$ cat config.mk
export PLATFORM = sky130hd
export DESIGN_NAME = fdcr_regs
export DESIGN_NICKNAME = d
export VERILOG_FILES = /design/src/fdcr_pkg.sv /design/src/fdcr_i2c_target.sv /design/src/fdcr_regs.sv
export SDC_FILE = /design/constraint.sdc
export NUM_CORES = 1
export LEC_CHECK = 0
export BUFFER_PORTS_ARGS = -buffer_cell sky130_fd_sc_hd__buf_4
export CAP_MARGIN = 25
export CORE_ASPECT_RATIO = 0.75
export CORE_MARGIN = 2
export CORE_UTILIZATION = 60
export CTS_CLUSTER_SIZE = 16
export DETAILED_ROUTE_END_ITERATION = 10
export GPL_ROUTABILITY_DRIVEN = 1
export MAX_ROUTING_LAYER = met4
export PLACE_DENSITY = 0.83
export SETUP_SLACK_MARGIN = 0.4
export SYNTH_ARGS = -nofsm -noshare
export SYNTH_HDL_FRONTEND = slang
export SYNTH_SLANG_ARGS = --single-unit
$ cat constraint.sdc
create_clock -name mclk -period 7.5 [get_ports mclk]
set_clock_uncertainty 0.05 [all_clocks]
set_input_delay 1.125 -clock mclk [delete_from_list [all_inputs] [get_ports mclk]]
set_output_delay 1.125 -clock mclk [all_outputs]
set_load 0.1 [all_outputs]
$ cat src/fdcr_pkg.sv
/*
 * constants, register map and field layout of the flash driver control bank.
 * assumes an 8-bit register file behind a two-wire target at one device address.
 */
// Behaviour
// - mode bit 7 enables transmit-sync pin, default on
// - mode bit 6 picks level or edge trigger
// - infrared mode always uses level trigger
// - mode bit 5 gates the trigger pin
// - mode bit 4 gates torch/thermistor pin
// - mode bits 3:2 select standby/infrared/torch/flash
// - bit 1 turns second source on
// - bit 0 turns first source on
// - register torch/flash ignores both pins
// - standby: external flash beats external torch
// - infrared timeout turns off, mode back standby
// - target address 0x63, then register byte
package fdcr_pkg;

	localparam logic [6:0] DEV_ADDR = 7'h63;

	// =========================================================
	// register offsets
	localparam logic [7:0] A_MODE  = 8'h01;
	localparam logic [7:0] A_VMON  = 8'h02;
	localparam logic [7:0] A_FL1   = 8'h03;
	localparam logic [7:0] A_FL2   = 8'h04;
	localparam logic [7:0] A_TO1   = 8'h05;
	localparam logic [7:0] A_TO2   = 8'h06;
	localparam logic [7:0] A_CONV  = 8'h07;
	localparam logic [7:0] A_TIMER = 8'h08;
	localparam logic [7:0] A_THERM = 8'h09;
	localparam logic [7:0] A_FLAG1 = 8'h0a;
	localparam logic [7:0] A_FLAG2 = 8'h0b;
	localparam logic [7:0] A_IDENT = 8'h0c;
	localparam logic [7:0] A_LAST  = 8'h0d;

	// =========================================================
	// reset values
	localparam logic [7:0] R_MODE  = 8'h80;
	localparam logic [7:0] R_VMON  = 8'h01;
	localparam logic [7:0] R_LEVEL = 8'h7f;
	localparam logic [7:0] R_CONV  = 8'h09;
	localparam logic [7:0] R_TIMER = 8'h1a;
	localparam logic [7:0] R_THERM = 8'h08;
	localparam logic [7:0] R_ZERO  = 8'h00;
	// writable bits; reserved bits read zero
	localparam logic [7:0] M_FULL  = 8'hff;
	localparam logic [7:0] M_CONV  = 8'h8f;
	localparam logic [7:0] M_LOW7  = 8'h7f;

	// =========================================================
	// field positions
	localparam int B_TX    = 7;
	localparam int B_STYPE = 6;
	localparam int B_SEN   = 5;
	localparam int B_TEN   = 4;
	localparam int B_MODEH = 3;
	localparam int B_MODEL = 2;
	localparam int B_EN2   = 1;
	localparam int B_EN1   = 0;
	localparam int B_SRST  = 7;
	localparam int B_TPOL  = 6;
	localparam int B_TSEL  = 0;

	localparam logic [1:0] MODE_STANDBY  = 2'h0;
	localparam logic [1:0] MODE_INFRARED = 2'h1;
	localparam logic [1:0] MODE_TORCH    = 2'h2;
	localparam logic [1:0] MODE_FLASH    = 2'h3;

	typedef enum logic [2:0] {
		FN_OFF,
		FN_EXT_TORCH,
		FN_EXT_FLASH,
		FN_INFRARED_STANDBY,
		FN_INFRARED_ON,
		FN_INT_TORCH,
		FN_INT_FLASH
	} fdcr_func_type;

	function automatic logic [7:0] reset_value(input logic [7:0] a);
		case (a)
			A_MODE:  reset_value = R_MODE;
			A_VMON:  reset_value = R_VMON;
			A_CONV:  reset_value = R_CONV;
			A_TIMER: reset_value = R_TIMER;
			A_THERM: reset_value = R_THERM;
			A_FL1, A_FL2, A_TO1, A_TO2: reset_value = R_LEVEL;
			default: reset_value = R_ZERO;
		endcase
	endfunction

	function automatic logic [7:0] write_mask(input logic [7:0] a);
		case (a)
			A_MODE, A_VMON, A_FL1, A_FL2, A_TO1, A_TO2: write_mask = M_FULL;
			A_CONV:  write_mask = M_CONV;
			A_TIMER, A_THERM: write_mask = M_LOW7;
			default: write_mask = R_ZERO;
		endcase
	endfunction

endpackage

$ cat src/fdcr_i2c_target.sv
/*
 * two-wire target: device address, register pointer, auto-incremented data bytes.
 * assumes scl and sda are already synchronous to mclk; sda is open drain.
 */
`timescale 1ns/10ps
module fdcr_i2c_target
	import fdcr_pkg::*;
(
	input  wire logic       mclk,
	input  wire logic       sys_rst,
	input  wire logic       scl_in,
	input  wire logic       sda_in,
	output logic            sda_out,
	output logic            sda_oe,
	output logic [7:0]      reg_addr,
	input  wire logic [7:0] reg_rdata,
	output logic            wr_stb,
	output logic [7:0]      wr_data
);
	typedef enum logic [2:0] {ST_IDLE, ST_DEV, ST_REG, ST_WR, ST_RD} fdcr_bus_type;

	fdcr_bus_type st_q, st_d;
	logic [3:0]   cnt_q, cnt_d;
	logic [7:0]   rx_q, rx_d, tx_q, tx_d, ptr_q, ptr_d;
	logic         scl_q, sda_q, ack_q, ack_d, load_q, load_d, wr_d, wr_q;
	logic         start, stop, rise, fall;

	assign start    = scl_in & scl_q & sda_q & ~sda_in;
	assign stop     = scl_in & scl_q & ~sda_q & sda_in;
	assign rise     = scl_in & ~scl_q;
	assign fall     = ~scl_in & scl_q;
	assign sda_out  = 1'b0;
	// last read bit stands until the scl fall after it
	assign sda_oe   = ack_q | (st_q == ST_RD && !load_q && !tx_q[7]
	                  && (cnt_q < 4'h8 || (cnt_q == 4'h8 && scl_q)));
	assign reg_addr = ptr_q;
	assign wr_stb   = wr_q;
	assign wr_data  = rx_q;

	// =========================================================
	// byte and acknowledge sequencing
	always_comb
	begin
		st_d   = st_q;
		cnt_d  = cnt_q;
		rx_d   = rx_q;
		tx_d   = tx_q;
		ptr_d  = ptr_q;
		ack_d  = ack_q;
		load_d = load_q;
		wr_d   = 1'b0;
		if (start)
		begin
			st_d  = ST_DEV;
			cnt_d = 4'h0;
			ack_d = 1'b0;
		end
		else if (stop)
		begin
			st_d  = ST_IDLE;
			ack_d = 1'b0;
		end
		else if (st_q != ST_IDLE && rise)
		begin
			if (cnt_q < 4'h8)
			begin
				rx_d  = {rx_q[6:0], sda_in};
				cnt_d = cnt_q + 4'h1;
			end
			else if (st_q == ST_RD && !ack_q)
			begin
				// master nack ends the read
				if (sda_in)
					st_d = ST_IDLE;
				else
				begin
					ptr_d  = ptr_q + 8'h01;
					cnt_d  = 4'h0;
					load_d = 1'b1;
				end
			end
		end
		else if (st_q != ST_IDLE && fall)
		begin
			if (load_q)
			begin
				tx_d   = reg_rdata;
				load_d = 1'b0;
			end
			else if (cnt_q < 4'h8)
			begin
				if (st_q == ST_RD && cnt_q != 4'h0)
					tx_d = {tx_q[6:0], 1'b0};
			end
			else if (ack_q)
			begin
				ack_d = 1'b0;
				cnt_d = 4'h0;
				case (st_q)
					ST_DEV:
					begin
						st_d = rx_q[0] ? ST_RD : ST_REG;
						tx_d = reg_rdata;
					end
					ST_REG:  st_d = ST_WR;
					ST_WR:   ptr_d = ptr_q + 8'h01;
					default: st_d = st_q;
				endcase
			end
			else if (st_q != ST_RD)
			begin
				case (st_q)
					ST_DEV:
					begin
						if (rx_q[7:1] == DEV_ADDR)
							ack_d = 1'b1;
						else
							st_d = ST_IDLE;
					end
					ST_REG:
					begin
						ptr_d = rx_q;
						ack_d = 1'b1;
					end
					ST_WR:
					begin
						wr_d  = 1'b1;
						ack_d = 1'b1;
					end
					default: ack_d = 1'b0;
				endcase
			end
		end
	end

	always_ff @(posedge mclk)
	begin
		if (sys_rst)
		begin
			st_q   <= ST_IDLE;
			cnt_q  <= 4'h0;
			rx_q   <= 8'h00;
			tx_q   <= 8'hff;
			ptr_q  <= 8'h00;
			ack_q  <= 1'b0;
			load_q <= 1'b0;
			wr_q   <= 1'b0;
			scl_q  <= 1'b1;
			sda_q  <= 1'b1;
		end
		else
		begin
			st_q   <= st_d;
			cnt_q  <= cnt_d;
			rx_q   <= rx_d;
			tx_q   <= tx_d;
			ptr_q  <= ptr_d;
			ack_q  <= ack_d;
			load_q <= load_d;
			wr_q   <= wr_d;
			scl_q  <= scl_in;
			sda_q  <= sda_in;
		end
	end

endmodule // fdcr_i2c_target

$ cat src/fdcr_regs.sv
/*
 * control register bank of the dual-source flash driver with pin arbitration.
 * assumes pins and the timeout pulse are synchronous to mclk.
 */
`timescale 1ns/10ps
module fdcr_regs
	import fdcr_pkg::*;
#(
	parameter logic [7:0] IDENT_VALUE = 8'h2a // arbitrary identification value
)
(
	input  wire logic    mclk,
	input  wire logic    sys_rst,
	input  wire logic    hardware_enable_pin,
	input  wire logic    scl_in,
	input  wire logic    sda_in,
	output logic         sda_out,
	output logic         sda_oe,
	input  wire logic    strobe_pin,
	input  wire logic    torch_pin,
	input  wire logic    timeout_pulse,
	input  wire logic [7:0] fault_flags_one_in,
	input  wire logic [7:0] fault_flags_two_in,
	input  wire logic [7:0] last_level_in,
	output logic         tx_pin_enable,
	output fdcr_func_type function_state,
	output logic         first_source_on,
	output logic         second_source_on,
	output logic [7:0]   first_source_level,
	output logic [7:0]   second_source_level,
	output logic [7:0]   input_voltage_monitor_config,
	output logic [7:0]   converter_config,
	output logic [7:0]   timer_config,
	output logic [7:0]   thermistor_config
);
	logic [7:0]    regs_q [1:9];
	logic [7:0]    regs_d [1:9];
	logic [7:0]    reg_addr, reg_rdata, wr_data;
	logic          wr_stb;
	logic          strobe_prev_q, strobe_prev_d;
	logic          edge_lat_q, edge_lat_d;
	logic          timed_out_q, timed_out_d;
	fdcr_func_type func_q, func_d;
	logic          src1_q, src1_d, src2_q, src2_d;
	logic [7:0]    lvl1_q, lvl1_d, lvl2_q, lvl2_d;
	logic [7:0]    mode_r;
	logic [1:0]    opmode;
	logic          strobe_act, torch_act, flash_req, soft_rst;

	fdcr_i2c_target u_target (
		.mclk      (mclk),
		.sys_rst   (sys_rst),
		.scl_in    (scl_in),
		.sda_in    (sda_in),
		.sda_out   (sda_out),
		.sda_oe    (sda_oe),
		.reg_addr  (reg_addr),
		.reg_rdata (reg_rdata),
		.wr_stb    (wr_stb),
		.wr_data   (wr_data)
	);

	assign mode_r     = regs_q[1];
	assign opmode     = mode_r[B_MODEH:B_MODEL];
	assign strobe_act = mode_r[B_SEN] & strobe_pin;
	assign torch_act  = mode_r[B_TEN] & !regs_q[9][B_TSEL]
	                  & (torch_pin ^ regs_q[9][B_TPOL]);
	assign soft_rst   = wr_stb && reg_addr == A_CONV && wr_data[B_SRST];

	assign tx_pin_enable       = mode_r[B_TX];
	assign function_state      = func_q;
	assign first_source_on     = src1_q;
	assign second_source_on    = src2_q;
	assign first_source_level  = lvl1_q;
	assign second_source_level = lvl2_q;
	assign input_voltage_monitor_config = regs_q[2];
	assign converter_config    = regs_q[7];
	assign timer_config        = regs_q[8];
	assign thermistor_config   = regs_q[9];

	// =========================================================
	// read mux
	always_comb
	begin
		case (reg_addr)
			A_MODE, A_VMON, A_FL1, A_FL2, A_TO1, A_TO2, A_CONV, A_TIMER, A_THERM:
				reg_rdata = regs_q[reg_addr[3:0]];
			A_FLAG1: reg_rdata = fault_flags_one_in;
			A_FLAG2: reg_rdata = fault_flags_two_in;
			A_IDENT: reg_rdata = IDENT_VALUE;
			A_LAST:  reg_rdata = last_level_in;
			default: reg_rdata = R_ZERO;
		endcase
	end

	// =========================================================
	// trigger tracking and function selection
	always_comb
	begin
		strobe_prev_d = strobe_act;
		edge_lat_d    = edge_lat_q;
		timed_out_d   = timed_out_q;
		for (int i = 1; i <= 9; i++)
		begin
			regs_d[i] = regs_q[i];
		end
		if (wr_stb && write_mask(reg_addr) != R_ZERO)
			regs_d[reg_addr[3:0]] = wr_data & write_mask(reg_addr);
		// soft reset bit clears itself with the defaults
		if (soft_rst)
		begin
			for (int i = 1; i <= 9; i++)
			begin
				regs_d[i] = reset_value(8'(i));
			end
		end
		// level trigger: timeout holds off until the pin goes inactive
		if (!strobe_act)
			timed_out_d = 1'b0;
		else if (timeout_pulse)
			timed_out_d = 1'b1;
		// edge trigger latches on a rising edge and ends at timeout
		if (mode_r[B_STYPE] && opmode == MODE_STANDBY)
		begin
			if (strobe_act && !strobe_prev_q)
				edge_lat_d = 1'b1;
			else if (timeout_pulse || !mode_r[B_SEN])
				edge_lat_d = 1'b0;
		end
		else
			edge_lat_d = 1'b0;
		flash_req = mode_r[B_STYPE] ? edge_lat_q : (strobe_act && !timed_out_q);
		case (opmode)
			MODE_STANDBY:
			begin
				if (flash_req)
					func_d = FN_EXT_FLASH;
				else if (torch_act)
					func_d = FN_EXT_TORCH;
				else
					func_d = FN_OFF;
			end
			MODE_INFRARED:
			begin
				// level trigger only, type bit ignored
				if (strobe_act && !timed_out_q)
					func_d = FN_INFRARED_ON;
				else
					func_d = FN_INFRARED_STANDBY;
				if (strobe_act && timeout_pulse && !soft_rst)
				begin
					func_d = FN_OFF;
					regs_d[1][B_MODEH:B_MODEL] = MODE_STANDBY;
				end
			end
			MODE_TORCH: func_d = FN_INT_TORCH;
			MODE_FLASH: func_d = FN_INT_FLASH;
			default:    func_d = FN_OFF;
		endcase
		src1_d = 1'b0;
		src2_d = 1'b0;
		lvl1_d = regs_q[5];
		lvl2_d = regs_q[6];
		case (func_d)
			FN_EXT_TORCH, FN_INT_TORCH:
			begin
				src1_d = mode_r[B_EN1];
				src2_d = mode_r[B_EN2];
			end
			FN_EXT_FLASH, FN_INFRARED_ON, FN_INT_FLASH:
			begin
				src1_d = mode_r[B_EN1];
				src2_d = mode_r[B_EN2];
				lvl1_d = regs_q[3];
				lvl2_d = regs_q[4];
			end
			default:
			begin
				src1_d = 1'b0;
				src2_d = 1'b0;
			end
		endcase
	end

	always_ff @(posedge mclk)
	begin
		if (sys_rst || !hardware_enable_pin)
		begin
			for (int i = 1; i <= 9; i++)
			begin
				regs_q[i] <= reset_value(8'(i));
			end
			strobe_prev_q <= 1'b0;
			edge_lat_q    <= 1'b0;
			timed_out_q   <= 1'b0;
			func_q        <= FN_OFF;
			src1_q        <= 1'b0;
			src2_q        <= 1'b0;
			lvl1_q        <= R_LEVEL;
			lvl2_q        <= R_LEVEL;
		end
		else
		begin
			for (int i = 1; i <= 9; i++)
			begin
				regs_q[i] <= regs_d[i];
			end
			strobe_prev_q <= strobe_prev_d;
			edge_lat_q    <= edge_lat_d;
			timed_out_q   <= timed_out_d;
			func_q        <= func_d;
			src1_q        <= src1_d;
			src2_q        <= src2_d;
			lvl1_q        <= lvl1_d;
			lvl2_q        <= lvl2_d;
		end
	end

endmodule // fdcr_regs

==> impl_metrics.tcl, run 1 <==
set metrics [dict create \
    placed_cell_area_mm2 0.00717 \
    grt_pass1_wl_um 29800 \
    drtAntennaViolNets 0 \
    power_switching_w 0.000369 \
    postCtsSetupRepairBufs 0 \
    power_w 0.00162 \
    hold_class "reg2reg" \
    ctsResizeCount 0 \
    outcome "finished clean" \
    cts_buffers 17 \
    hold_violations 0 \
    tritoncts "built" \
    path_cells "or3b_4 -> o41ai_1 -> buf_4" \
    rsz0062_at_grt "false" \
    fin_util_pct 71.8 \
    peakVddDrop_v 0.000174 \
    placementRows 33 \
    io_buffers 86 \
    vias 6246 \
    cts.hold.buffers_added 0 \
    drtPass1Iterations 7 \
    synth_cells 772 \
    r2r-end "second_source_level[1]" \
    die_w_um 125 \
    start_kind "flop" \
    critPathTopFamily "flip-flops" \
    fin_area_mm2 0.00777 \
    antenna-diode-count 0 \
    core-area_mm2 0.0108 \
    finalNetCount 863 \
    synth_edf_count 0 \
    rrSetupSlack_ns 4.60 \
    final_common_cell "dfxtp_1" \
    maxCapViolCount 0 \
    clockBufferDepth 2 \
    cp_max_fo 9 \
    crit_buf_inv 1 \
    max_slew_margin_pct 35.8 \
    p_comb_share_pct 3.0 \
    clock_latency_ns 0.42 \
    async_flop_share_pct 0 \
    ys_warn_count 0 \
    io_pins 88 \
    whs_path_depth 1 \
    synthDistinctLibCells 69 \
    slew_violations 0 \
    cpPeakStageDelay_ns 0.53 \
    area_delta_synth_final_pct 18.1 \
    die-area_mm2 0.0118 \
    cts.sinks 139 \
    power.density_mw_per_mm2 209 \
    period_needed_ns 3.26 \
    die_y_um 94.7 \
    p_clk_share_pct 51.2 \
    required_ns 6.32 \
    tightest_slew_ns 0.959 \
    sw_frac_of_total_pct 22.7 \
    grt_util_all_layers_pct 32.9 \
    syn-mean-instance-area_um2 8.52 \
    totalNegativeSetupSlack_ns 0 \
    drc_errors 0 \
    ys.flop_type "dfxtp_1" \
    cts_max_level 4 \
    slowest_stage "dfxtp_1" \
    routed_wl_um 18800 \
    seq_power_share_pct 45.8 \
    r2r_start "u_target.reg_addr[0]" \
    setup.worst_path.end_class "output port" \
    grt_pass1_vias 5694 \
    clkSlewWorstSetupHoldPaths_ns 0.06 \
    endpoint "sda_oe" \
    cp_num_cells 3 \
    fmax_mhz 306 \
    start_util_pct 60.8 \
    worstRegToRegCells 8 \
    fin_crit_sh_pct 43.5 \
    syn-cell-area_mm2 0.00657 \
    cp-startpoint "u_target.st_q[2]" \
    critPathKind "reg2out" \
    place_congestion 0.897 \
    p_int_w 0.00125 \
    leakage_nw 3.07 \
    drt-initial-drc-count 876 \
    antenna_found_initial 0 \
    layout-drive-gt1-share_pct 17.9 \
    cts-root-buf "clkbuf_16" \
    grt_max_degree 40 \
    cp_data_arrival_time_ns 2.09 \
    grt_overflow_total 0 \
    avgRoutedWirePerCell_um 19.2 \
    ys_ff_latch 139 \
    hpwl_um 12900 \
    setup_viol 0 \
    syn_nets 810 \
    yosysSeqAreaShare_pct 42.3 \
    vias_per_cell 6.39 \
    layout_common_cells "dfxtp_1, nor2_1, buf_4" \
]
how the worst min path moves through the flow:
| stage | endpoint | slack, ns | start |
|---|---|---|---|
| finish | first_source_on | 0.45 | flop |
| global route | edge_lat_q | 0.47 | flop |
| CTS | edge_lat_q | 0.45 | flop |
| global placement | u_target.tx_q[0] | 0.42 | u_target.tx_q[0] |
| detailed placement | u_target.tx_q[0] | 0.44 | u_target.tx_q[0] |
| floorplan | first_source_on | 0.40 | flop |
metrics by stage:
step	instances	setup WS, ns	hold WS (ns)
after floorplan	772	2.38	0.404
after global placement	944	4.18	0.422
after detailed placement	945	3.99	0.436
after CTS	977	4.24	0.453
after global routing	978	4.17	0.473
final	978	4.24	0.455
metal layers:
layer | up-vias | global-route usage [%] | part of all wire [%]
li1 | 2856 | - | -
met1 | 2933 | 44.1 | 42
met2 | 418 | 51.2 | 44
met3 | 39 | 6.86 | 12
met4 | 0 | 9.26 | 1.9
met5 | - | - | 0
power by group through the flow:
stage	Clock (W)	Sequential [W]	Combinational (W)
4_1_cts	0.000831	0.000742	0.0000482
3_3_place_gp	0	0.000759	0.0000458
3_5_place_dp	0	0.000759	0.0000481
2_1_floorplan	0	0.000757	0.0000294
5_1_grt	0.000863	0.000742	0.0000523
6_report	0.000831	0.000743	0.0000491
cells by family after synthesis:
logic type	share of synthesized area, %
XOR/XNOR	0.533
other	0.0570
flip-flops	42.3
buffers and inverters	4.93
AND/OR/NAND/NOR	20.9
adder cells (fa/ha/maj)	1.14
AO/OA/AOI/OAI	20.3
multiplexers	9.82
synthesized netlist by cell type, types with 3 or more instances:
cell	count	share of area, %
buf_2	6	0.46
o21ai_0	11	0.84
nor2_1	128	7.3
a221o_1	8	1.2
clkbuf_1	44	2.5
dfxtp_1	139	42
o21a_1	4	0.46
mux4_2	8	2.7
a211o_1	7	0.93
xnor2_1	4	0.53
nand2_1	89	5.1
inv_1	14	0.80
nor3_1	8	0.61
nand4_1	5	0.48
buf_6	3	0.51
nand3_1	17	1.3
a211oi_1	19	2.2
nand2b_1	8	0.76
o211ai_1	36	4.1
a31oi_1	6	0.57
a22oi_1	10	1.1
mux2i_1	44	6.7
nor2b_1	10	0.95
nor3b_1	4	0.46
nor4_1	6	0.57
ha_1	6	1.1
and3_1	5	0.48
a21oi_1	70	5.3
worst reg2reg max path: stages (launching register included):
cell	delay, ns
dfxtp_1	0.35
ha_1	0.41
and4b_1	0.34
nand3_1	0.20
nand2_1	0.12
a21oi_1	0.26
o21ba_2	0.61
mux2i_1	0.29
nand2_1	0.11
cell type report:
type / count / area [µm²]
fill: 790 / 3050
sequential: 139 / 2780
clock buffer: 17 / 425
multi-input combinational: 561 / 3470
clock inverter: 15 / 163
inverter: 14 / 52.6
timing repair buffer: 92 / 694
tap: 140 / 175
Power figures use the tool's default switching activity.
==> run 2, diff against run 1 <==
--- a/config.mk
+++ b/config.mk
@@ -9,12 +9,12 @@
 export CAP_MARGIN = 25
 export CORE_ASPECT_RATIO = 0.75
 export CORE_MARGIN = 2
-export CORE_UTILIZATION = 60
+export CORE_UTILIZATION = 52
 export CTS_CLUSTER_SIZE = 16
 export DETAILED_ROUTE_END_ITERATION = 10
 export GPL_ROUTABILITY_DRIVEN = 1
 export MAX_ROUTING_LAYER = met4
-export PLACE_DENSITY = 0.83
+export PLACE_DENSITY = 0.76
 export SETUP_SLACK_MARGIN = 0.4
 export SYNTH_ARGS = -nofsm -noshare
 export SYNTH_HDL_FRONTEND = slang
==> constraint.sdc (replaced) <==
create_clock -name mclk -period 2.95 [get_ports mclk]
set_clock_uncertainty 0.05 [all_clocks]
set_input_delay 0.4425 -clock mclk [delete_from_list [all_inputs] [get_ports mclk]]
set_output_delay 0.4425 -clock mclk [all_outputs]
set_load 0.1 [all_outputs]
==> impl_metrics.tcl, run 2 (synthesis gave the netlist of run 1 again) <==
set metrics [dict create \
    outcome "finished clean" \
    grt_max_degree 40 \
    worst_slack_ns 0.503 \
    cts_max_level 4 \
    setup.worst_path.end_class "flop" \
    io_pins 88 \
    period_needed_ns 2.45 \
    met3_length_um 2190 \
    routed_wl_um 19300 \
    hold_violations 0 \
    place_congestion 0.952 \
    antenna-diode-count 0 \
    power_w 0.00418 \
    start_util_pct 53.4 \
    drt-initial-drc-count 611 \
    hold_class "in2reg" \
    clockBufferDepth 2 \
    power.density_mw_per_mm2 525 \
    totalNegativeSetupSlack_ns 0 \
    drc_errors 0 \
    layout-drive-gt1-share_pct 20.0 \
    tightest_slew_ns 0.981 \
    grt_overflow_total 0 \
    antenna_found_initial 0 \
    cts_buffers 17 \
    finalNetCount 873 \
    dp_slack_ns 0.354 \
    avgRoutedWirePerCell_um 19.1 \
    fin_hold_ws_ns 0.197 \
    required_ns 3.20 \
    wl_met2_um 8170 \
    cp_data_arrival_time_ns 2.70 \
    clkSlewWorstSetupHoldPaths_ns 0.06 \
    cts-root-buf "clkbuf_16" \
    die-area_mm2 0.0136 \
    met1_length_um 8610 \
    vias_per_cell 6.05 \
    placed_cell_area_mm2 0.00731 \
    grt_pass1_vias 5598 \
    hpwl_um 13900 \
    vias 6136 \
    slew_violations 0 \
    die_w_um 134 \
    area_delta_synth_final_pct 21.2 \
    rsz0062_at_grt "true" \
    fin_crit_sh_pct 82.9 \
    core-area_mm2 0.0123 \
    peakVddDrop_v 0.000394 \
    leakage_nw 3.16 \
    fmax_mhz 409 \
    start_kind "flop" \
    tritoncts "built" \
    die_y_um 101 \
    drtPass1Iterations 5 \
    io_buffers 86 \
    routed.top_layer "met4" \
    num-fill-cells 992 \
    final_common_cell "dfxtp_1" \
    layout_common_cells "dfxtp_1, nor2_1, buf_4" \
    setup_viol 0 \
    grt_pass1_wl_um 30000 \
    grt_util_all_layers_pct 29.6 \
    drtAntennaViolNets 0 \
    maxCapViolCount 0 \
    fin_area_mm2 0.00797 \
    clock_latency_ns 0.42 \
    placementRows 35 \
    max_slew_margin_pct 33.8 \
    cp_max_fo 13 \
    critPathKind "reg2reg" \
    cts.sinks 139 \
]
run 2: layer usage:
metal,up-vias,global-route usage (%)
li1,2874,-
met1,2867,40.8
met2,355,41.5
met3,40,9.61
met4,0,8.59
met5,-,-
run 2: layout make-up:
cell class | count | area [µm²] | share of cell area [%]
Multi-Input combinational cell | 561 | 3530 | 44.3
Sequential cell | 139 | 2790 | 35.0
Timing Repair Buffer | 102 | 790 | 9.91
Clock buffer | 19 | 433 | 5.43
Tap cell | 166 | 208 | 2.61
Clock inverter | 13 | 168 | 2.10
Inverter | 14 | 52.6 | 0.659
run 2: worst max-delay path, cell delays in order (launching register included):
cell      delay (ns)
dfxtp_1         0.60
buf_4           0.28
mux4_2          0.33
a211oi_2        0.26
a21oi_1         0.09
a221o_1         0.39
a221o_1         0.34
run 2: metrics by stage:
step                cells  util (%)
floorplan             772         -
global placement      981      59.4
detailed placement    981      59.4
CTS                  1013      64.3
global route         1014      64.8
finish               1014      64.8
run 2: report_power, final:
part / switching, W / internal, W / leakage [nW] / total [W]
clock network: 0.000833 / 0.00134 / 0.288 / 0.00217
registers: 0.00000746 / 0.00188 / 1.12 / 0.00189
logic: 0.0000739 / 0.0000531 / 1.75 / 0.000127
run 2: path summary, 6_finish.rpt:
check	startpoint	endpoint	slack (ns)	cells past startpoint
setup reg to reg	flop	u_target.tx_q[0]	0.50	6
hold reg to reg	flop	flop	0.46	2
setup / recovery	flop	u_target.tx_q[0]	0.50	6
hold / removal	timeout_pulse	timed_out_q	0.20	2
run 2: repair_timing:
item | 4_1_cts | 5_1_grt
pin swaps | 0 | 1
resized for setup | 4 | 13
hold buffers | 0 | 0
buffers inserted | 0 | 1
endpoints found under the setup margin | 2 | 60
endpoints found under the hold margin | 0 | 0
